===== src/logic/irm_pkg.sv =====
package irm_pkg;
    localparam int ADDR_W = 12;
    localparam int IDX_W = 10;
    localparam int NLINES = 6;
    localparam logic [IDX_W-1:0] IDX_REQ = 10'h0fa;
    localparam logic [IDX_W-1:0] IDX_MASK = 10'h0fb;
    localparam logic [IDX_W-1:0] IDX_STAT = 10'h0fc;
    localparam logic [IDX_W-1:0] IDX_IMSK = 10'h0fd;
    localparam logic [7:0] REQ_RST = 8'h00;
    localparam logic [7:0] MASK_RST = 8'h00;
    localparam int MASTER_BIT = 7;
    localparam int RSVD_BIT = 6;
    localparam int EDGE_HI = 7;
    localparam int EDGE_LO = 6;
    localparam logic [1:0] RESP_OKAY = 2'h0;
    localparam logic [1:0] RESP_SLVERR = 2'h2;

    function automatic logic irm_hit(input logic [IDX_W-1:0] idx);
        irm_hit = (idx == IDX_REQ) || (idx == IDX_MASK) || (idx == IDX_STAT) || (idx == IDX_IMSK);
    endfunction

    // returns {rise_en, fall_en}; line 0 is port3_line1, line 1 is port3_line2
    function automatic logic [1:0] irm_edge_en(input logic [1:0] sel, input logic line);
        logic r;
        logic f;
        r = line ? sel[0] : sel[1];
        f = line ? (sel != 2'h1) : (sel != 2'h2);
        irm_edge_en = {r, f};
    endfunction
endpackage


===== src/logic/irm_pin_edge.sv =====
module irm_pin_edge import irm_pkg::*; (
    input wire logic aclk,
    input wire logic aresetn,
    input wire logic pin,
    input wire logic rise_en,
    input wire logic fall_en,
    output logic edge_q
);
    logic s1_q, s1_d, s2_q, s2_d, prev_q, prev_d, edge_d;

    always_comb begin
        s1_d = pin;
        s2_d = s1_q;
        prev_d = s2_q;
        edge_d = (rise_en && s2_q && !prev_q) || (fall_en && !s2_q && prev_q);
    end

    always_ff @(posedge aclk) begin
        if (!aresetn) begin
            s1_q <= 1'b0;
            s2_q <= 1'b0;
            prev_q <= 1'b0;
            edge_q <= 1'b0;
        end else begin
            s1_q <= s1_d;
            s2_q <= s2_d;
            prev_q <= prev_d;
            edge_q <= edge_d;
        end
    end
endmodule


===== src/logic/irm_axil.sv =====
module irm_axil import irm_pkg::*; (
    input wire logic aclk,
    input wire logic aresetn,
    input wire logic [ADDR_W-1:0] awaddr,
    input wire logic awvalid,
    output logic awready,
    input wire logic [31:0] wdata,
    input wire logic [3:0] wstrb,
    input wire logic wvalid,
    output logic wready,
    output logic [1:0] bresp,
    output logic bvalid,
    input wire logic bready,
    input wire logic [ADDR_W-1:0] araddr,
    input wire logic arvalid,
    output logic arready,
    output logic [31:0] rdata,
    output logic [1:0] rresp,
    output logic rvalid,
    input wire logic rready,
    output logic wr_en,
    output logic [IDX_W-1:0] wr_idx,
    output logic [7:0] wr_data,
    output logic rd_en,
    output logic [IDX_W-1:0] rd_idx,
    input wire logic [7:0] rd_data
);
    logic aw_have_q, aw_have_d, w_have_q, w_have_d;
    logic [ADDR_W-1:0] awaddr_q, awaddr_d;
    logic [7:0] wdata_q, wdata_d;
    logic wlane_q, wlane_d;
    logic awready_d, wready_d, bvalid_d, arready_d, rvalid_d;
    logic [1:0] bresp_d, rresp_d;
    logic [31:0] rdata_d;
    logic aw_now, w_now, fire, lane;
    logic [ADDR_W-1:0] a;

    always_comb begin
        aw_have_d = aw_have_q;
        w_have_d = w_have_q;
        awaddr_d = awaddr_q;
        wdata_d = wdata_q;
        wlane_d = wlane_q;
        bvalid_d = bvalid && !bready;
        bresp_d = bresp;
        if (awvalid && awready) begin
            aw_have_d = 1'b1;
            awaddr_d = awaddr;
        end
        if (wvalid && wready) begin
            w_have_d = 1'b1;
            wdata_d = wdata[7:0];
            wlane_d = wstrb[0];
        end
        aw_now = aw_have_d;
        w_now = w_have_d;
        a = awaddr_d;
        lane = wlane_d;
        fire = aw_now && w_now && !bvalid;
        wr_en = fire && irm_hit(a[ADDR_W-1:2]) && lane;
        wr_idx = a[ADDR_W-1:2];
        wr_data = wdata_d;
        if (fire) begin
            aw_have_d = 1'b0;
            w_have_d = 1'b0;
            bvalid_d = 1'b1;
            bresp_d = irm_hit(a[ADDR_W-1:2]) ? RESP_OKAY : RESP_SLVERR;
        end
        awready_d = !aw_have_d && !bvalid_d;
        wready_d = !w_have_d && !bvalid_d;
        rd_en = arvalid && arready && irm_hit(araddr[ADDR_W-1:2]);
        rd_idx = araddr[ADDR_W-1:2];
        rvalid_d = rvalid && !rready;
        rdata_d = rdata;
        rresp_d = rresp;
        if (arvalid && arready) begin
            rvalid_d = 1'b1;
            rdata_d = irm_hit(araddr[ADDR_W-1:2]) ? {24'h000000, rd_data} : 32'h00000000;
            rresp_d = irm_hit(araddr[ADDR_W-1:2]) ? RESP_OKAY : RESP_SLVERR;
        end
        arready_d = !rvalid_d;
    end

    always_ff @(posedge aclk) begin
        if (!aresetn) begin
            aw_have_q <= 1'b0;
            w_have_q <= 1'b0;
            awaddr_q <= '0;
            wdata_q <= 8'h00;
            wlane_q <= 1'b0;
            awready <= 1'b0;
            wready <= 1'b0;
            bvalid <= 1'b0;
            bresp <= RESP_OKAY;
            arready <= 1'b0;
            rvalid <= 1'b0;
            rdata <= 32'h00000000;
            rresp <= RESP_OKAY;
        end else begin
            aw_have_q <= aw_have_d;
            w_have_q <= w_have_d;
            awaddr_q <= awaddr_d;
            wdata_q <= wdata_d;
            wlane_q <= wlane_d;
            awready <= awready_d;
            wready <= wready_d;
            bvalid <= bvalid_d;
            bresp <= bresp_d;
            arready <= arready_d;
            rvalid <= rvalid_d;
            rdata <= rdata_d;
            rresp <= rresp_d;
        end
    end
endmodule


===== src/logic/irm_top.sv =====
module irm_top import irm_pkg::*; (
    input wire logic aclk,
    input wire logic aresetn,
    input wire logic [ADDR_W-1:0] s_axi_awaddr,
    input wire logic s_axi_awvalid,
    output logic s_axi_awready,
    input wire logic [31:0] s_axi_wdata,
    input wire logic [3:0] s_axi_wstrb,
    input wire logic s_axi_wvalid,
    output logic s_axi_wready,
    output logic [1:0] s_axi_bresp,
    output logic s_axi_bvalid,
    input wire logic s_axi_bready,
    input wire logic [ADDR_W-1:0] s_axi_araddr,
    input wire logic s_axi_arvalid,
    output logic s_axi_arready,
    output logic [31:0] s_axi_rdata,
    output logic [1:0] s_axi_rresp,
    output logic s_axi_rvalid,
    input wire logic s_axi_rready,
    input wire logic port3_line1,
    input wire logic port3_line2,
    input wire logic port3_line3,
    input wire logic low_voltage_evt,
    input wire logic eight_bit_timer_evt,
    input wire logic sixteen_bit_timer_evt,
    input wire logic stop_recovery_evt,
    input wire logic serial_tx_evt,
    input wire logic baud_generator_evt,
    input wire logic serial_rx_evt,
    input wire logic enable_interrupts_instr,
    input wire logic global_mask_instr,
    input wire logic service_ack,
    input wire logic [2:0] service_line,
    output logic [NLINES-1:0] int_pending,
    output logic int_take,
    output logic [15:0] vector_addr,
    output logic irq
);
    logic [7:0] req_q, req_d, msk_q, msk_d, rd_data;
    logic [NLINES-1:0] st_q, st_d, imsk_q, imsk_d, hw_set, pend_d;
    logic en_seen_q, en_seen_d, take_d, irq_d;
    logic [15:0] vec_d;
    logic wr_en, rd_en;
    logic [IDX_W-1:0] wr_idx, rd_idx;
    logic [7:0] wr_data;
    logic [2:0] pin_v, rise_v, fall_v, edge_v;

    irm_axil u_bus (
        .aclk(aclk),
        .aresetn(aresetn),
        .awaddr(s_axi_awaddr),
        .awvalid(s_axi_awvalid),
        .awready(s_axi_awready),
        .wdata(s_axi_wdata),
        .wstrb(s_axi_wstrb),
        .wvalid(s_axi_wvalid),
        .wready(s_axi_wready),
        .bresp(s_axi_bresp),
        .bvalid(s_axi_bvalid),
        .bready(s_axi_bready),
        .araddr(s_axi_araddr),
        .arvalid(s_axi_arvalid),
        .arready(s_axi_arready),
        .rdata(s_axi_rdata),
        .rresp(s_axi_rresp),
        .rvalid(s_axi_rvalid),
        .rready(s_axi_rready),
        .wr_en(wr_en),
        .wr_idx(wr_idx),
        .wr_data(wr_data),
        .rd_en(rd_en),
        .rd_idx(rd_idx),
        .rd_data(rd_data)
    );

    // edge enables per pin: 0 port3_line1, 1 port3_line2, 2 port3_line3 (falling only)
    always_comb begin
        pin_v = {port3_line3, port3_line2, port3_line1};
        {rise_v[0], fall_v[0]} = irm_edge_en(req_q[EDGE_HI:EDGE_LO], 1'b0);
        {rise_v[1], fall_v[1]} = irm_edge_en(req_q[EDGE_HI:EDGE_LO], 1'b1);
        rise_v[2] = 1'b0;
        fall_v[2] = 1'b1;
    end

    for (genvar g = 0; g < 3; g++) begin : g_pin
        irm_pin_edge u_edge (
            .aclk(aclk),
            .aresetn(aresetn),
            .pin(pin_v[g]),
            .rise_en(rise_v[g]),
            .fall_en(fall_v[g]),
            .edge_q(edge_v[g])
        );
    end

    // request register, mask register and grant
    always_comb begin
        hw_set[5] = low_voltage_evt;
        hw_set[4] = eight_bit_timer_evt;
        hw_set[3] = sixteen_bit_timer_evt;
        hw_set[2] = edge_v[0];
        hw_set[1] = edge_v[2] || stop_recovery_evt || serial_tx_evt || baud_generator_evt;
        hw_set[0] = edge_v[1] || serial_rx_evt;
        en_seen_d = en_seen_q || enable_interrupts_instr;
        req_d = req_q;
        if (wr_en && wr_idx == IDX_REQ && en_seen_q) begin
            req_d = wr_data;
        end
        if (service_ack && service_line < 3'(NLINES)) begin
            req_d[service_line] = 1'b0;
        end
        req_d[NLINES-1:0] = req_d[NLINES-1:0] | hw_set;
        msk_d = msk_q;
        if (wr_en && wr_idx == IDX_MASK) begin
            msk_d = wr_data;
            msk_d[RSVD_BIT] = 1'b0;
        end
        if (global_mask_instr || service_ack) begin
            msk_d[MASTER_BIT] = 1'b0;
        end
        if (enable_interrupts_instr) begin
            msk_d[MASTER_BIT] = 1'b1;
        end
        pend_d = req_q[NLINES-1:0] & msk_q[NLINES-1:0] & {NLINES{msk_q[MASTER_BIT]}};
        take_d = |pend_d;
        vec_d = vector_addr;
        if (service_ack) begin
            vec_d = {12'h000, service_line, 1'b0};
        end
    end

    // sticky event status, read clears, set wins
    always_comb begin
        st_d = st_q;
        if (rd_en && rd_idx == IDX_STAT) begin
            st_d = '0;
        end
        st_d = st_d | hw_set;
        imsk_d = imsk_q;
        if (wr_en && wr_idx == IDX_IMSK) begin
            imsk_d = wr_data[NLINES-1:0];
        end
        irq_d = |(st_q & imsk_q);
    end

    always_comb begin
        unique case (rd_idx)
            IDX_REQ: rd_data = req_q;
            IDX_MASK: rd_data = {msk_q[MASTER_BIT], 1'b0, msk_q[NLINES-1:0]};
            IDX_STAT: rd_data = {2'h0, st_q};
            IDX_IMSK: rd_data = {2'h0, imsk_q};
            default: rd_data = 8'h00;
        endcase
    end

    always_ff @(posedge aclk) begin
        if (!aresetn) begin
            req_q <= REQ_RST;
            msk_q <= MASK_RST;
            en_seen_q <= 1'b0;
            st_q <= '0;
            imsk_q <= '0;
            int_pending <= '0;
            int_take <= 1'b0;
            vector_addr <= 16'h0000;
            irq <= 1'b0;
        end else begin
            req_q <= req_d;
            msk_q <= msk_d;
            en_seen_q <= en_seen_d;
            st_q <= st_d;
            imsk_q <= imsk_d;
            int_pending <= pend_d;
            int_take <= take_d;
            vector_addr <= vec_d;
            irq <= irq_d;
        end
    end
endmodule


===== config.mk =====
export PLATFORM = sky130hd
export DESIGN_NAME = irm_top
export DESIGN_NICKNAME = d
export VERILOG_FILES = /design/src/logic/irm_pkg.sv /design/src/logic/irm_pin_edge.sv /design/src/logic/irm_axil.sv /design/src/logic/irm_top.sv
export SDC_FILE = /design/constraint.sdc
export NUM_CORES = 1
export LEC_CHECK = 0
export BUFFER_PORTS_ARGS = -buffer_cell sky130_fd_sc_hd__buf_2
export CAP_MARGIN = 25
export CORE_UTILIZATION = 52
export DETAILED_ROUTE_END_ITERATION = 16
export PLACE_DENSITY = 0.82
export SETUP_SLACK_MARGIN = 0.5
export SKIP_LAST_GASP = 1
export SYNTH_ARGS = -nofsm -noshare
export SYNTH_HDL_FRONTEND = slang
export SYNTH_SLANG_ARGS = --single-unit

===== constraint.sdc =====
create_clock -name aclk -period 3.7 [get_ports aclk]
set_clock_uncertainty 0.1 [all_clocks]
set_input_delay 0.37 -clock aclk [delete_from_list [all_inputs] [get_ports aclk]]
set_output_delay 0.37 -clock aclk [all_outputs]
set_load 0.005 [all_outputs]

; ---- Word level (Yosys, flattened, before mapping)
; Index checks and enable logic that the tools add are counted.
[totals]
mem_bits_ro = 0
latch_bits = 0
n_memories = 0
reg_bits = 115
word_cells = 134
mem_bits_rw = 0
[op_classes]
addsub = 0
div = 0
n_lt_le_gt_ge = 3
n_reduce_logical = 57
multipliers = 0
shifts = 0
muxes = 21
eq_ne = 10
bitwise = 7
[op_table]
columns = op, n
row1 = equality test 10 x 8 -> 1 bit (second input constant), 8
row2 = two-way mux 8 bit, 5
row3 = one-hot mux 8 bit (4 select lines), 1
row4 = logical AND 1 bit, 28
row5 = AND 6 bit, 3
row6 = logical OR 1 bit, 14
row7 = logical NOT 1 bit, 12
row8 = two-way mux 12 bit, 1
row9 = bitwise OR 6 bit, 2
row10 = OR reduction 6 bit, 2
row11 = two-way mux 1 bit, 10
row12 = AND 8 bit, 1
row13 = inverter 8 bit, 1
row14 = two-way mux 6 bit, 1
row15 = < comparator 3 x 4 -> 1 bit (second input constant), 1
row16 = two-way mux 2 bit, 2
row17 = demux 1 bit (select 3 bit), 1
row18 = greater-or-equal comparator 3 x 1 -> 1 bit (second input constant), 1
row19 = < comparator 3 bit (second input constant), 1
row20 = nonzero test 3 bit, 1
row21 = inequality test 2 x 1 -> 1 bit (second input constant), 1
row22 = inequality test 2 bit (second input constant), 1

; ---- Depth between registers and ports, before layout
[depth]
ltp_word = 14
ltp_mapped = 6
mapped_depth_nobuf = 5

; ---- Cells and area by module
; From an unflattened synthesis, not the netlist that was laid out.
[hier_totals]
cells_unflattened = 413
hier_area_um2 = 3980.1
[by_module_without_submodules]
columns = mod, area_each_um2, cells_per_inst, n_inst
row1 = irm_top, 1905.6, 216, 1
row2 = irm_axil, 1702.9, 167, 1
row3 = irm_pin_edge, 123.9, 10, 3

; ---- Worst setup path before layout
; Ideal clock, no wire load.
[synth_timing]
path_kind = input -> register
startpoint = in s_axi_awaddr[11]
endpoint = reg req_q[1]
stages = 5
path_buffers = 0
setup_time_ps = 137
setup_slack_ps = 1779
arrival_ps = 1684
cell_sequence = and4bb_2 > nand3_4 > a2111oi_4 > mux2i_1 > o22ai_1
[synth_via]
elab_chain_len = 13
[synth_lines]
columns = element, line
row1 = "start, declared", irm_top.sv:4  ; input wire logic [ADDR_W-1:0] s_axi_awaddr,
row2 = two-way mux 12 bit *, irm_axil.sv:46  ; if (awvalid && awready) begin
row3 = "equality test 10 x 8 -> 1 bit, on equally long branches", "irm_pkg.sv:19, irm_top.sv:107"
row4 = logical OR 1 bit (3 in a row), irm_pkg.sv:19  ; irm_hit = (idx == IDX_REQ) || (idx == IDX_MASK) || (idx == IDX_STAT) || (idx == IDX_IMSK);
row5 = logical AND 1 bit (2 in a row), irm_axil.sv:60  ; wr_en = fire && irm_hit(a[ADDR_W-1:2]) && lane;
row6 = logical AND 1 bit * (2 in a row), irm_top.sv:107  ; if (wr_en && wr_idx == IDX_REQ && en_seen_q) begin
row7 = two-way mux 8 bit *, irm_top.sv:107
row8 = AND 8 bit (no line), n/a
row9 = two-way mux 8 bit *, irm_top.sv:110  ; if (service_ack && service_line < 3'(NLINES)) begin
row10 = bitwise OR 6 bit *, irm_top.sv:113  ; req_d[NLINES-1:0] = req_d[NLINES-1:0] | hw_set;
row11 = "end signal, assigned", irm_top.sv:169  ; req_q <= req_d;
row12 = "end, declared", irm_top.sv:40  ; logic [7:0] req_q, req_d, msk_q, msk_d, rd_data;
; Every way passes the cells marked *; elsewhere a longest branch is shown, timed or not.
; A chain may end at the register's enable or synchronous reset.

; ---- Worst setup path in the final report
[layout_timing]
startpoint = reg u_bus.awready
endpoint = reg req_q[1]
[layout_via]
elab_chain_len = 14
[layout_lines]
columns = element, line
row1 = "start, declared", irm_axil.sv:6  ; output logic awready,
row2 = "start signal, assigned", irm_axil.sv:105  ; awready <= awready_d;
row3 = logical AND 1 bit *, irm_axil.sv:46
row4 = two-way mux 12 bit, irm_axil.sv:46
row5 = "equality test 10 x 8 -> 1 bit, on equally long branches", "irm_pkg.sv:19, irm_top.sv:107"
row6 = logical OR 1 bit (3 in a row), irm_pkg.sv:19
row7 = logical AND 1 bit (2 in a row), irm_axil.sv:60
row8 = logical AND 1 bit * (2 in a row), irm_top.sv:107
row9 = two-way mux 8 bit *, irm_top.sv:107
row10 = AND 8 bit (no line), n/a
row11 = two-way mux 8 bit *, irm_top.sv:110
row12 = bitwise OR 6 bit *, irm_top.sv:113
; Marks and branches as above.

==> results.yml <==
logic_synthesis:
  synth_top_area_frac: 0.459
  synth_cells: 417
  netlist_area_um2: 3800
  ys.flop_type: "dfxtp_1"
  synth_cell_types: 47
  ys_seq_elements: 87
  synth.area.top_cells: "dfxtp_1, buf_4, mux2i_1, nand2_1, a21oi_1"
  synthArstFlopShare: 0
  syn_avg_cell_area_um2: 9.11
  yosysTopAreaCell: "dfxtp_1"
  seq_area_frac_synth: 0.459
  yosys_warnings: 0
  synth_edf_count: 0
critical_path:
  r2r_setup_slack_ps: 1240
  critPathMaxFanout: 15
  cp-startpoint: "u_bus.awready"
  endpoint_kind: "flip-flop"
  reg2reg_to: "req_q[1]"
  r2r-start: "u_bus.awready"
  critPathRequiredTime_ps: 3800
  cp-start-kind: "flip-flop"
  arrival_ps: 2570
  rr_worst_depth: 5
  critical_path.cell_chain: "and2_1, nand3_4, a2111oi_4, mux2i_1, o22ai_1"
  critPathSlowestCell: "a2111oi_4"
  cp.depth: 5
  worstSetupPathType: "reg -> reg"
  path_delay_family: "compound AO/OA/AOI/OAI gates"
  crit_end: "req_q[1]"
  worst_path_largest_cell_delay_ps: 780
  path_buf_inv: 0
cts:
  htree_levels: 3
  root_buffer: "clkbuf_8"
  cts_resized: 0
  cts.path.max_buffers: 2
  cts_hold_buf: 0
  cts_sinks: 87
  tritoncts: "built"
  postCtsSetupBuffers: 0
  path_clk_slew_ps: 80
  clock_latency_ps: 360
  cts_buffers: 9
detailed_routing:
  drtIter0Drc: 215
  ant_nets: 0
  drt-pass1-iter-count: 4
  vias_per_cell: 5.22
  drc: 0
  wl_per_cell_um: 14.1
  vias: 3081
  totalWireLength_mm: 8.31
timing:
  maxSlewViolCount: 0
  fin_tns_setup_ps: 0
  fin_crit_sh: 0.666
  finalSetupViolCount: 0
  fin_crit_ps: 2460
  tightest_slew_ps: 968
  fin_ws_ps: 1240
  relSlewSlack: 0.351
  max_freq_mhz: 406
  hold_viol: 0
  rsz0062_at_grt: "false"
power:
  powerDensity_nw_per_um2: 415
  leakage_nw: 1.91
  ir_drop_uv: 244
  fin_total_pwr_mw: 1.78
place:
  pre_cts_slack_ps: 1170
  gp_congestion: 0.841
  io_buffers: 77
  place_inst: 574
  hpwl_mm: 6.13
run:
  cap_violations: 0
floorplan:
  ios: 148
  rows: 30
  fp.dieArea_um2: 7650
  die_h_um: 87.5
  die_x_um: 87.5
  core_um2: 6910
  start_util: 0.550
grt:
  track_usage: 0.231
  gr-total-overflow: 0
  grt_pass1_vias: 2905
  antenna_found_initial: 0
  grt_max_degree: 53
  grt_pass1_wl_mm: 13.4
hold_path:
  hold_path.class: "in -> reg"
finish:
  syn_to_final_growth_pct: 12.9
  layoutNonFillerInstCount: 590
  n_antenna_cell: 0
  nNetsFinal: 572
  drive_gt1_frac: 0.217
  utilization: 0.620
outcome:
  status: "finished, final reports clean"
registers in the layout (all words and copies together) (netlist names), 3 cells and up:
register,count
g_pin.u_edge.prev_d,3
int_pending,6
vector_addr,3
g_pin.u_edge.prev_q,3
g_pin.u_edge.s1_q,3
u_bus.wdata_q,8
imsk_q,6
st_q,6
g_pin.u_edge.edge_q,3
msk_q,7
req_q,8
u_bus.awaddr_q,10
u_bus.rdata,8
layer usage:
layer  vias to the layer above  track usage  share of wire  routed length [µm]
met5                         -            0              0                   0
met4                         0        0.143          0.041                 341
met3                        29       0.0521          0.047                 393
met2                       100        0.376           0.48                4030
met1                      1440        0.276           0.43                3540
li1                       1512            -              -                   -
stage by stage:
step | hold WS, ps | area [µm²]
6_report | 116 | 4290
5_1_grt | 104 | 4290
4_1_cts | 106 | 4290
3_5_place_dp | 304 | 4100
3_3_place_gp | 306 | 4100
2_1_floorplan | 289 | 3940
how the worst min path moves through the flow:
stage	from	end	slack (ps)	cells past startpoint
floorplan	g_pin[2].u_edge.prev_d	g_pin[2].u_edge.edge_q	290	1
detailed placement	g_pin[2].u_edge.prev_d	g_pin[2].u_edge.edge_q	300	1
CTS	port3_line1	g_pin[0].u_edge.s1_q	110	2
finish	port3_line1	g_pin[0].u_edge.s1_q	120	2
global placement	g_pin[2].u_edge.prev_d	g_pin[2].u_edge.edge_q	310	1
global route	port3_line3	g_pin[2].u_edge.s1_q	100	2
area by class of cell:
type                       count  area [µm²]
inverter                      11        41.3
timing repair buffer          79         400
multi-input combinational    301        1800
clock inverter                 4        30.0
fill                         607        2620
tap                           96         120
clock buffer                  12         155
sequential                    87        1740
power breakdown:
part | internal, mW | switching [mW]
registers | 0.972 | 0.0248
logic | 0.0697 | 0.0983
clock network | 0.282 | 0.331
total | 1.32 | 0.454
worst register-to-register path, delay by kind of cell, from the launching register on:
| family | cells | cell delay [ps] |
|---|---|---|
| compound gates | 2 | 870 |
| simple gates | 2 | 680 |
| flops | 1 | 410 |
| mux | 1 | 270 |
cells by family after synthesis:
kind of cell / synth area share
buffers and inverters: 0.106
xor gates and xnor gates: 0.00231
DFF: 0.459
AOI/OAI and AO/OA: 0.131
other: 0.000988
muxes: 0.107
and+or+nand+nor: 0.194
synthesized netlist by cell type (2+ instances only):
| cell | instances |
|---|---|
| and2_1 | 14 |
| buf_4 | 40 |
| nor3b_1 | 4 |
| mux2i_1 | 26 |
| o31ai_1 | 2 |
| a21oi_1 | 30 |
| o21ai_1 | 7 |
| clkbuf_1 | 16 |
| mux2_2 | 7 |
| inv_1 | 10 |
| a31oi_1 | 5 |
| and3_1 | 5 |
| nand3_1 | 4 |
| a32o_1 | 6 |
| nor4_1 | 3 |
| a22oi_1 | 4 |
| nand2b_1 | 9 |
| nand2_1 | 53 |
| a221oi_1 | 6 |
| o21ai_0 | 7 |
| nor2_1 | 28 |
| nor3_1 | 13 |
| dfxtp_1 | 87 |
| mux2_1 | 6 |
| a211oi_1 | 2 |
| nand3b_1 | 2 |
layout by cell type (no fill, tap or decap), drive strengths merged, types with 12 or more instances in the layout:
cell / Yosys / routed
clkbuf: 16 / 12
and2: 14 / 14
a21oi: 30 / 30
mux2: 13 / 13
dfxtp: 87 / 87
conb: 1 / 39
buf: 40 / 79
mux2i: 26 / 26
nor3: 13 / 13
o21ai: 14 / 14
nand2: 55 / 55
nor2: 28 / 28
Power figures use the tool's default switching activity.
